--- config.mk ---
export PLATFORM = sky130hd
export DESIGN_NAME = tat_timer
export DESIGN_NICKNAME = d
export VERILOG_FILES = /design/src/rtl/tat_pkg.sv /design/src/rtl/tat_sync.sv /design/src/rtl/tat_timer.sv
export SDC_FILE = /design/constraint.sdc
export NUM_CORES = 1
export LEC_CHECK = 0
export BUFFER_PORTS_ARGS = -buffer_cell sky130_fd_sc_hd__buf_2
export CORE_UTILIZATION = 45
export DETAILED_ROUTE_END_ITERATION = 12
export HOLD_SLACK_MARGIN = 0.15
export PLACE_DENSITY = 0.73
export SKIP_LAST_GASP = 1
export SLEW_MARGIN = 5
export SYNTH_ARGS = -nofsm -noshare
export SYNTH_HDL_FRONTEND = slang
export SYNTH_SLANG_ARGS = --single-unit
--- constraint.sdc ---
create_clock -name clk -period 3.2 [get_ports clk]
set_input_delay 0.8 -clock clk [delete_from_list [all_inputs] [get_ports clk]]
set_output_delay 0.8 -clock clk [all_outputs]
set_load 0.02 [all_outputs]
--- src/rtl/tat_pkg.sv ---
// Functional notes
// - Status bits 7:1 read zero until the alarm has lasted over 45.52 ms.
// - Status bit 0 sets when the alarm asserts; a status read clears it.
// - Past 45.52 ms, bit 0 stays part of the 8-bit duration count.
// - Duration count steps by 22.76 ms, reporting 45.52 ms to 5.80 s.
// - Read/write 8-bit limit register holds the longest allowed alarm duration.
// - Duration beyond a limit other than all ones raises the fourth-fan-or-timer fault event.
// - A limit of zero raises the fault at once when the alarm asserts.
// - Pulse-count register holds a 2-bit setting per fan, fan 1 lowest.
// - Setting codes 00, 01, 10, 11 select one, two, three, four pulses.
// - Pulse-count register resets to 0x55, two pulses for every fan.
// - The fourth-fan mask bit suppresses the alert for the timer event.
// - Timing runs only with timer enable set and shared pin routed to alarm.
package tat_pkg;

   // Register offsets
   localparam logic [7:0] TAT_ADDR_STATUS = 8'h79;
   localparam logic [7:0] TAT_ADDR_LIMIT  = 8'h7a;
   localparam logic [7:0] TAT_ADDR_PPR    = 8'h7b;

   // Reset values
   localparam logic [7:0] TAT_RESET_STATUS = 8'h00;
   localparam logic [7:0] TAT_RESET_LIMIT  = 8'h00;
   localparam logic [7:0] TAT_RESET_PPR    = 8'h55;

   // Pulse-count field layout: fan n at bits 2n+1:2n
   localparam int         TAT_FAN_COUNT    = 4;
   localparam int         TAT_FAN_FIELD_W  = 2;

   // Shared pin function code that routes the pin to the thermal alarm
   localparam logic [1:0] TAT_PIN_FUNC_ALARM = 2'h1;

   // Duration count: steps needed before the upper bits show
   localparam logic [7:0] TAT_DUR_VISIBLE  = 8'h02;
   localparam logic [7:0] TAT_DUR_MAX      = 8'hff;

   // Timing: one step is 22.76 ms at 125 MHz
   localparam int         TAT_STEP_TIME_US = 22760;
   localparam int         TAT_CLK_MHZ      = 125;
   localparam int         TAT_STEP_CYCLES  = TAT_STEP_TIME_US * TAT_CLK_MHZ;
   localparam int         TAT_TICK_W       = 22;

   // Register access request from the serial-bus engine
   typedef struct packed {
      logic       read;
      logic       write;
      logic [7:0] addr;
      logic [7:0] wdata;
   } tat_reg_req_t;

   // Decoded pulses counted per measurement, one entry per fan
   typedef logic [TAT_FAN_COUNT-1:0][2:0] tat_fan_counts_t;

   // Status register view of the flag and the duration count
   function automatic logic [7:0] tat_status_view(input logic       flag,
                                                  input logic [7:0] dur);
      if (dur >= TAT_DUR_VISIBLE)
         tat_status_view = dur;
      else
         tat_status_view = {7'h00, flag};
   endfunction : tat_status_view

   // Pulse-count code to number of pulses: 00 gives 1 up to 11 gives 4
   function automatic logic [2:0] tat_pulses(input logic [1:0] code);
      tat_pulses = {1'b0, code} + 3'h1;
   endfunction : tat_pulses

endpackage : tat_pkg

--- src/rtl/tat_sync.sv ---
`timescale 1ns/1ps
`default_nettype none
module tat_sync
(
   input  wire logic clk,
   input  wire logic reset,
   input  wire logic d,
   output var  logic q
);

   typedef struct packed {
      logic meta;
      logic stable;
   } tat_sync_state_t;

   tat_sync_state_t st;
   tat_sync_state_t next_st;

   // Only the second stage is visible; idle level of the pin is high
   always_comb
   begin
      next_st.meta   = d;
      next_st.stable = st.meta;
   end

   always_ff @(posedge clk)
   begin
      if (reset)
         st <= '{meta: 1'b1, stable: 1'b1};
      else
         st <= next_st;
   end

   assign q = st.stable;

endmodule : tat_sync
`default_nettype wire

--- src/rtl/tat_timer.sv ---
`timescale 1ns/1ps
`default_nettype none
module tat_timer
   import tat_pkg::*;
#(
   parameter int STEP_CYCLES = TAT_STEP_CYCLES
)
(
   input  wire logic            clk,
   input  wire logic            reset,
   input  wire logic            thermal_alarm_n,
   input  wire logic            timer_enable,
   input  wire logic [1:0]      shared_pin_function,
   input  wire logic            fourth_fan_mask,
   input  wire tat_reg_req_t    reg_req,
   output var  logic [7:0]      reg_rdata,
   output var  logic            fourth_fan_or_timer_fault,
   output var  logic            alert_request,
   output var  tat_fan_counts_t fan_pulses
);

   typedef struct packed {
      logic                  alarm_prev;
      logic                  assertion_flag_lsb;
      logic [7:0]            assertion_time_count;
      logic [TAT_TICK_W-1:0] tick;
      logic                  fault_done;
      logic [7:0]            assertion_time_limit;
      logic [7:0]            pulses_per_revolution;
      logic [7:0]            rdata;
      logic                  fault;
      logic                  alert;
      tat_fan_counts_t       fan_pulses;
   } tat_state_t;

   localparam logic [TAT_TICK_W-1:0] TICK_LAST = TAT_TICK_W'(STEP_CYCLES - 1);

   tat_state_t st;
   tat_state_t next_st;
   logic       alarm_sync_n;
   logic       monitor_on;
   logic       alarm_on;
   logic       alarm_edge;
   logic       step_done;
   logic       read_status;

   // Pin is asynchronous to the time base, so it is resynchronised first
   tat_sync u_alarm_sync
   (
      .clk   (clk),
      .reset (reset),
      .d     (thermal_alarm_n),
      .q     (alarm_sync_n)
   );

   // Monitoring is gated by the enable bit and the pin routing
   assign monitor_on  = timer_enable && (shared_pin_function == TAT_PIN_FUNC_ALARM);
   assign alarm_on    = monitor_on && !alarm_sync_n;
   assign alarm_edge  = alarm_on && !st.alarm_prev;
   assign step_done   = alarm_on && !alarm_edge && (st.tick == TICK_LAST);
   assign read_status = reg_req.read && (reg_req.addr == TAT_ADDR_STATUS);

   // Next-state logic for the whole block
   always_comb
   begin
      next_st            = st;
      next_st.alarm_prev = alarm_on;
      next_st.fault      = 1'b0;

      // Register reads answer one cycle later; unmapped offsets read zero
      if (reg_req.read && reg_req.addr == TAT_ADDR_STATUS)
         next_st.rdata = tat_status_view(st.assertion_flag_lsb,
                                         st.assertion_time_count);
      else if (reg_req.read && reg_req.addr == TAT_ADDR_LIMIT)
         next_st.rdata = st.assertion_time_limit;
      else if (reg_req.read && reg_req.addr == TAT_ADDR_PPR)
         next_st.rdata = st.pulses_per_revolution;
      else if (reg_req.read)
         next_st.rdata = 8'h00;

      // Register writes; the status register ignores writes
      if (reg_req.write && reg_req.addr == TAT_ADDR_LIMIT)
         next_st.assertion_time_limit = reg_req.wdata;
      else if (reg_req.write && reg_req.addr == TAT_ADDR_PPR)
         next_st.pulses_per_revolution = reg_req.wdata;

      // Read clears the flag; a held count survives until the alarm ends
      if (read_status)
      begin
         next_st.assertion_flag_lsb = 1'b0;
         if (!alarm_on)
            next_st.assertion_time_count = 8'h00;
      end

      // A new assertion is processed after the clear so the set wins
      if (alarm_edge)
      begin
         next_st.assertion_flag_lsb   = 1'b1;
         next_st.assertion_time_count = 8'h00;
         next_st.tick                 = '0;
         next_st.fault_done           = 1'b0;
         if (st.assertion_time_limit == 8'h00)
         begin
            next_st.fault      = 1'b1;
            next_st.fault_done = 1'b1;
         end
      end
      else if (alarm_on)
      begin
         // One step per full tick period of continuous assertion
         if (step_done)
         begin
            next_st.tick = '0;
            if (st.assertion_time_count != TAT_DUR_MAX)
               next_st.assertion_time_count = st.assertion_time_count + 8'h01;
         end
         else
            next_st.tick = st.tick + 1'b1;

         // Fault fires once per assertion, the first time the limit is passed
         if (!st.fault_done && st.assertion_time_limit != 8'h00
             && next_st.assertion_time_count > st.assertion_time_limit)
         begin
            next_st.fault      = 1'b1;
            next_st.fault_done = 1'b1;
         end
      end
      else
         next_st.tick = '0;

      // Alert follows the fault unless the fourth-fan mask is set
      next_st.alert = next_st.fault && !fourth_fan_mask;

      // Decoded pulse counts follow the register with no extra delay
      for (int i = 0; i < TAT_FAN_COUNT; i++)
         next_st.fan_pulses[i] = tat_pulses(
            next_st.pulses_per_revolution[i*TAT_FAN_FIELD_W +: TAT_FAN_FIELD_W]);
   end

   // Single state register; reset forces documented power-on values
   always_ff @(posedge clk)
   begin
      if (reset)
      begin
         st                       <= '0;
         st.assertion_time_count  <= TAT_RESET_STATUS;
         st.assertion_time_limit  <= TAT_RESET_LIMIT;
         st.pulses_per_revolution <= TAT_RESET_PPR;
         st.fan_pulses            <= {3'h2, 3'h2, 3'h2, 3'h2};
      end
      else
         st <= next_st;
   end

   // Outputs come straight from the state register
   assign reg_rdata                 = st.rdata;
   assign fourth_fan_or_timer_fault = st.fault;
   assign alert_request             = st.alert;
   assign fan_pulses                = st.fan_pulses;
endmodule : tat_timer
`default_nettype wire

==> impl_metrics.yaml, run 1 <==
run_status:
  status: "finished, final reports clean"
floorplan:
  start_util_pct: 47.5
  die-area_mm2: 0.00869
  design.portCount: 47
  row_count: 32
  fp.dieW_um: 93.2
  die-height_um: 93.2
  core-area_mm2: 0.00789
hold_path:
  hold_depth: 1
  min_to: "u_alarm_sync.q"
  hold_start: "u_alarm_sync.next_st[0]"
  hp-class: "reg -> reg"
sta:
  period_share_pct: 88.5
  setup_tns_ps: 0
  slew_headroom_pct: 51.9
  max_freq_mhz: 353
  finClkSkew_ps: 12.9
  setup_ws_ps: 366
  setup_viol: 0
  rsz0062_at_grt: "false"
  slew_violations: 0
  hold_viol: 0
  worst_pin_slew_ps: 717
  min_period_ps: 2830
setup_path:
  cp_slowest_stage_delay_ps: 380
  cp_max_fo: 5
  rr_worst_depth: 12
  r2r_slack_ps: 370
  crit_family: "simple AND/OR/NAND/NOR gates"
  critPathKind: "reg -> reg"
  crit_slowest_cell: "dfxtp_1"
  crit_chain: "ha_1 -> and3b_1 -> and4_2 -> nand3_1 -> mux2_1 -> and2_1 -> ha_1 -> nand4_1 -> nor2_1 -> nor4_1 -> o21ai_0 -> a211oi_1"
  crit_arrival_ps: 3100
  crit_buf_inv: 0
  cp.required_ps: 3470
  path_common_cell: "ha_1"
  end_kind: "flop"
  r2r-end: "alert_request"
  crit_path_start_kind: "flop"
  r2r-start: "st[39]"
routing:
  first_pass_iters: 4
  drt-vias-per-instance: 5.36
  wirelength_um: 8040
  vias: 2949
  avgRoutedWirePerCell_um: 14.6
  antenna_left: 0
  drc: 0
  initialDrtViolationCount: 95
power_and_ir_drop:
  peakVddDrop_mv: 0.203
  p_leak_nw: 1.67
  p_per_area_mw_per_mm2: 400
synth:
  yosys-mux-area-fraction_pct: 7.08
  ys_ff_latch: 73
  yosys.area_share.simple_pct: 28.2
  synth-compound-area-share_pct: 7.62
  synthesis.nets: 454
  syn_avg_cell_area_um2: 9.05
  syn_inst: 414
  synth_async_sr_flop_share_pct: 0
  synth.distinct_cells: 52
  ys.flop_type: "dfxtp_1"
  synth_top_cell_area_share_pct: 39.0
  ys_warn_count: 0
  yosys.area_share.adder_pct: 5.01
  yosys-top-cells-area: "dfxtp_1, nor2_1, ha_1"
  seq_area_frac_synth_pct: 39.0
  synth.cell_area_mm2: 0.00374
  synth_xor_area_share_pct: 5.38
  synth_enable_flop_cells: 0
  yosys.area.top_type: "dfxtp_1"
  synth_top_family_by_area: "simple AND/OR/NAND/NOR gates"
grt:
  grt_usage_pct: 20.2
  grt_pass1_wl_um: 13500
  grt_pass1_vias: 2939
  grt_max_degree: 32
  antenna_found_initial: 0
  grt.overflow.total: 0
clocking:
  cts-hold-fix-buffers: 0
  cts_tree: "yes"
  cts_resized: 0
  cts_num_sinks: 73
  clk_pin_slew_worst_paths_ps: 90
  clk_latency_ps: 360
  root_buffer: "clkbuf_8"
  cts_buffers: 9
  htree_levels: 3
  clock_path_buffers: 2
  cts_setup_buffers: 0
finish:
  final_cell_mix: "dfxtp_1, nor2_1, buf_2"
  finish.net_count: 483
  drive_above_1_share_pct: 21.9
  fin_area_mm2: 0.00411
  final_util_pct: 52.1
  final_common_cell: "dfxtp_1"
  diodes: 0
  area_growth_pct: 9.82
placed_design:
  dp_hpwl_um: 6050
  finalWeightedCongestion: 0.924
  place_area_mm2: 0.00393
  port_buffers: 46
  pre_cts_slack_ps: 49.0
run:
  drv_cap: 0
==> power by group <==
| group | total, mW | internal [mW] | leakage, nW | switching, mW |
|---|---|---|---|---|
| registers | 0.911 | 0.910 | 0.589 | 0.00100 |
| clock network | 0.676 | 0.307 | 0.0863 | 0.369 |
| logic | 0.0593 | 0.0256 | 0.994 | 0.0337 |
| total | 1.65 | 1.24 | 1.67 | 0.404 |
==> cell families after synthesis <==
group	count (synthesis)
flip-flops	73
multiplexers	25
AO/OA/AOI/OAI	43
AND/OR/NAND/NOR	182
buffers and inverters	53
XOR/XNOR	23
adder cells (fa/ha/maj)	15
==> synthesized netlist by cell type (all sizes together) (4+ instances only) <==
library cell  number
mux2i             13
inv               18
nand2b             7
and2               5
xnor2              8
o21ai              5
nor2              54
nor2b             22
a22o               8
nand3             12
nor4               8
buf               29
mux2              12
nand4             16
nand2             24
a21oi             18
nor3               4
dfxtp             73
xor2              15
or2                6
and3               5
clkbuf             6
ha                15
==> cell type report <==
cell class	instances	area, µm²
clock buffers	11	141
clock inverters	5	37.5
inverters	18	67.6
multi-input cells	288	1990
repair buffers	53	283
well taps	102	128
fillers	722	3770
flip-flops and latches	73	1460
==> registers in the layout (all words and copies together) (netlist names) <==
signal and cells:
alert_request 1, fan_pulses 12, st 49, fourth_fan_or_timer_fault 1, u_alarm_sync.q 1, u_alarm_sync.next_st 1, reg_rdata 8
==> worst max path at each step <==
stage                                 from             to  slack [ps]  depth (start not counted)
floorplan           shared_pin_function[1]  alert_request         250                         11
global placement    shared_pin_function[1]  alert_request         100                         12
detailed placement  shared_pin_function[1]  alert_request          50                         12
CTS                                 st[39]  alert_request         370                         12
global route                        st[61]  alert_request         130                         12
finish                              st[39]  alert_request         370                         12
==> per-stage QoR <==
| step | power [mW] | hold slack (ps) | instances |
|---|---|---|---|
| 3_5_place_dp | 0.991 | 396 | 534 |
| 3_3_place_gp | 0.990 | 392 | 534 |
| 4_1_cts | 1.66 | 414 | 550 |
| 2_1_floorplan | 0.964 | 389 | 414 |
| 6_report | 1.65 | 412 | 550 |
| 5_1_grt | 1.70 | 437 | 550 |
==> routing by layer <==
| metal | GRT usage (%) | routed length (µm) | share of wire, % |
|---|---|---|---|
| met1 | 22.7 | 3450 | 43 |
| met2 | 34.6 | 3970 | 49 |
| met3 | 4.80 | 331 | 4.1 |
| met4 | 11.8 | 299 | 3.7 |
| met5 | 0 | 0 | 0 |
==> worst reg2reg max path, stage by stage, from the launching register on <==
cell and delay, ps:
dfxtp_1 380, ha_1 250, and3b_1 190, and4_2 290, nand3_1 90, mux2_1 350, and2_1 170, ha_1 300
nand4_1 110, nor2_1 70, nor4_1 140, o21ai_0 150, a211oi_1 250
(Power assumes the default switching activity.)
==> run 2: changes to the inputs <==
--- a/config.mk
+++ b/config.mk
@@ -9,7 +9,7 @@
 export CORE_UTILIZATION = 45
 export DETAILED_ROUTE_END_ITERATION = 12
 export HOLD_SLACK_MARGIN = 0.15
-export PLACE_DENSITY = 0.73
+export PLACE_DENSITY = 0.68
 export SKIP_LAST_GASP = 1
 export SLEW_MARGIN = 5
 export SYNTH_ARGS = -nofsm -noshare
==> run 2 against run 1 <==
Effect of this change: cell count did not move; global-route usage fell by 0.21 points; clock power rose by 45%; power rose by 19%; first-iteration DRC count rose by 77%; sequential cell count did not move; critical path depth rose by 1.
==> impl_metrics.yaml, run 2 (synthesis results as in run 1) <==
floorplan:
  start_util_pct: 47.5
  die-height_um: 93.2
  row_count: 32
  die-area_mm2: 0.00869
  fp.dieW_um: 93.2
  design.portCount: 47
  core-area_mm2: 0.00789
sta:
  min_period_ps: 2810
  setup_viol: 0
  hold_viol: 0
  period_share_pct: 87.9
  finClkSkew_ps: 12.1
  worst_pin_slew_ps: 687
  max_freq_mhz: 356
  rsz0062_at_grt: "false"
  slew_violations: 0
  slew_headroom_pct: 53.8
  setup_tns_ps: 0
clocking:
  htree_levels: 3
  cts_num_sinks: 73
  clock_path_buffers: 2
  clk_latency_ps: 350
  clk_pin_slew_worst_paths_ps: 70
  cts_resized: 0
  cts_tree: "yes"
  cts-hold-fix-buffers: 0
  cts_setup_buffers: 0
  root_buffer: "clkbuf_8"
  cts_buffers: 9
routing:
  vias: 2896
  antenna_left: 0
  avgRoutedWirePerCell_um: 14.6
  drc: 0
  first_pass_iters: 5
  initialDrtViolationCount: 168
  wirelength_um: 8010
  drt-vias-per-instance: 5.27
setup_path:
  crit_path_start_kind: "primary input"
  end_kind: "flop"
  r2r_slack_ps: 400
  crit_arrival_ps: 3070
  critPathKind: "in -> reg"
  r2r-start: "st[39]"
  cp.required_ps: 3460
  cp_max_fo: 5
  r2r-end: "alert_request"
  rr_worst_depth: 12
  timing.critical_path.from: "shared_pin_function[1]"
placed_design:
  finalWeightedCongestion: 0.909
  port_buffers: 46
  place_area_mm2: 0.00393
  dp_hpwl_um: 5960
hold_path:
  hold_depth: 1
  min_to: "u_alarm_sync.q"
  hp-class: "reg -> reg"
  hold_start: "u_alarm_sync.next_st[0]"
run_status:
  status: "finished, final reports clean"
power_and_ir_drop:
  p_leak_nw: 1.72
  p_per_area_mw_per_mm2: 464
  p_total_mw: 1.95
  peakVddDrop_mv: 0.227
grt:
  grt_pass1_vias: 2812
  antenna_found_initial: 0
  grt_max_degree: 32
  grt_pass1_wl_um: 13500
  grt_usage_pct: 20.0
  grt.overflow.total: 0
run:
  drv_cap: 0
finish:
  fin_area_mm2: 0.00421
  finish.net_count: 483
  drive_above_1_share_pct: 22.1
  final_common_cell: "dfxtp_1"
  regMostFlops: "st"
  final_cell_mix: "dfxtp_1, nor2_1, buf_2"
  n_fill_cell: 721
  area_growth_pct: 12.4
  diodes: 0
  largest_register_ffs: 49
## run 2: worst max-delay path, stage by stage
cell,delay [ps]
buf_2,100
nand4bb_4,210
nor4_4,290
buf_4,170
a31oi_2,160
a2bb2oi_1,260
inv_1,70
ha_1,280
nand4_1,120
nor2_1,70
nor4_1,150
o21ai_0,150
a211oi_1,230
## run 2: where the power goes
group          internal [mW]  leakage, nW  switching, mW  total (mW)
registers              0.910        0.589        0.00105       0.911
logic                 0.0256        0.994         0.0337      0.0593
clock network          0.621        0.133          0.362       0.983
total                   1.56         1.72          0.397        1.95
## run 2: worst max-delay path by stage
stage                           endpoint  cells past startpoint  slack [ps]
2_1_floorplan              alert_request                     11         250
3_3_place_gp               alert_request                     13          90
3_5_place_dp   fourth_fan_or_timer_fault                     11          50
4_1_cts                    alert_request                     12         390
5_1_grt                           st[38]                     11         120
6_report                   alert_request                     13         390
## run 2: through the flow
step	hold WS [ps]	cells	utilization, %	worst slack (ps)
floorplan	389	414	-	248
global placement	413	534	49.9	86.3
detailed placement	417	534	49.9	47.5
CTS	436	550	53.3	387
global route	466	550	53.3	118
finish	430	550	53.3	388
## run 2: area by class of cell
cell class              instances  area (µm²)  share of cell area, %
multi-input cells             288        1990                   47.4
clock inverters                 6         136                   3.24
inverters                      18        67.6                   1.61
clock buffers                  10         138                   3.27
well taps                     102         128                   3.03
repair buffers                 53         283                   6.72
flip-flops and latches         73        1460                   34.7
## run 2: routing by layer
| metal | part of all wire, % | global-route usage [%] | vias up |
|---|---|---|---|
| met5 | 0 | 0 | - |
| met4 | 1.7 | 6.67 | 0 |
| met2 | 48 | 32.9 | 68 |
| met1 | 46 | 25.0 | 1350 |
| met3 | 5.0 | 5.53 | 11 |
| li1 | - | - | 1467 |
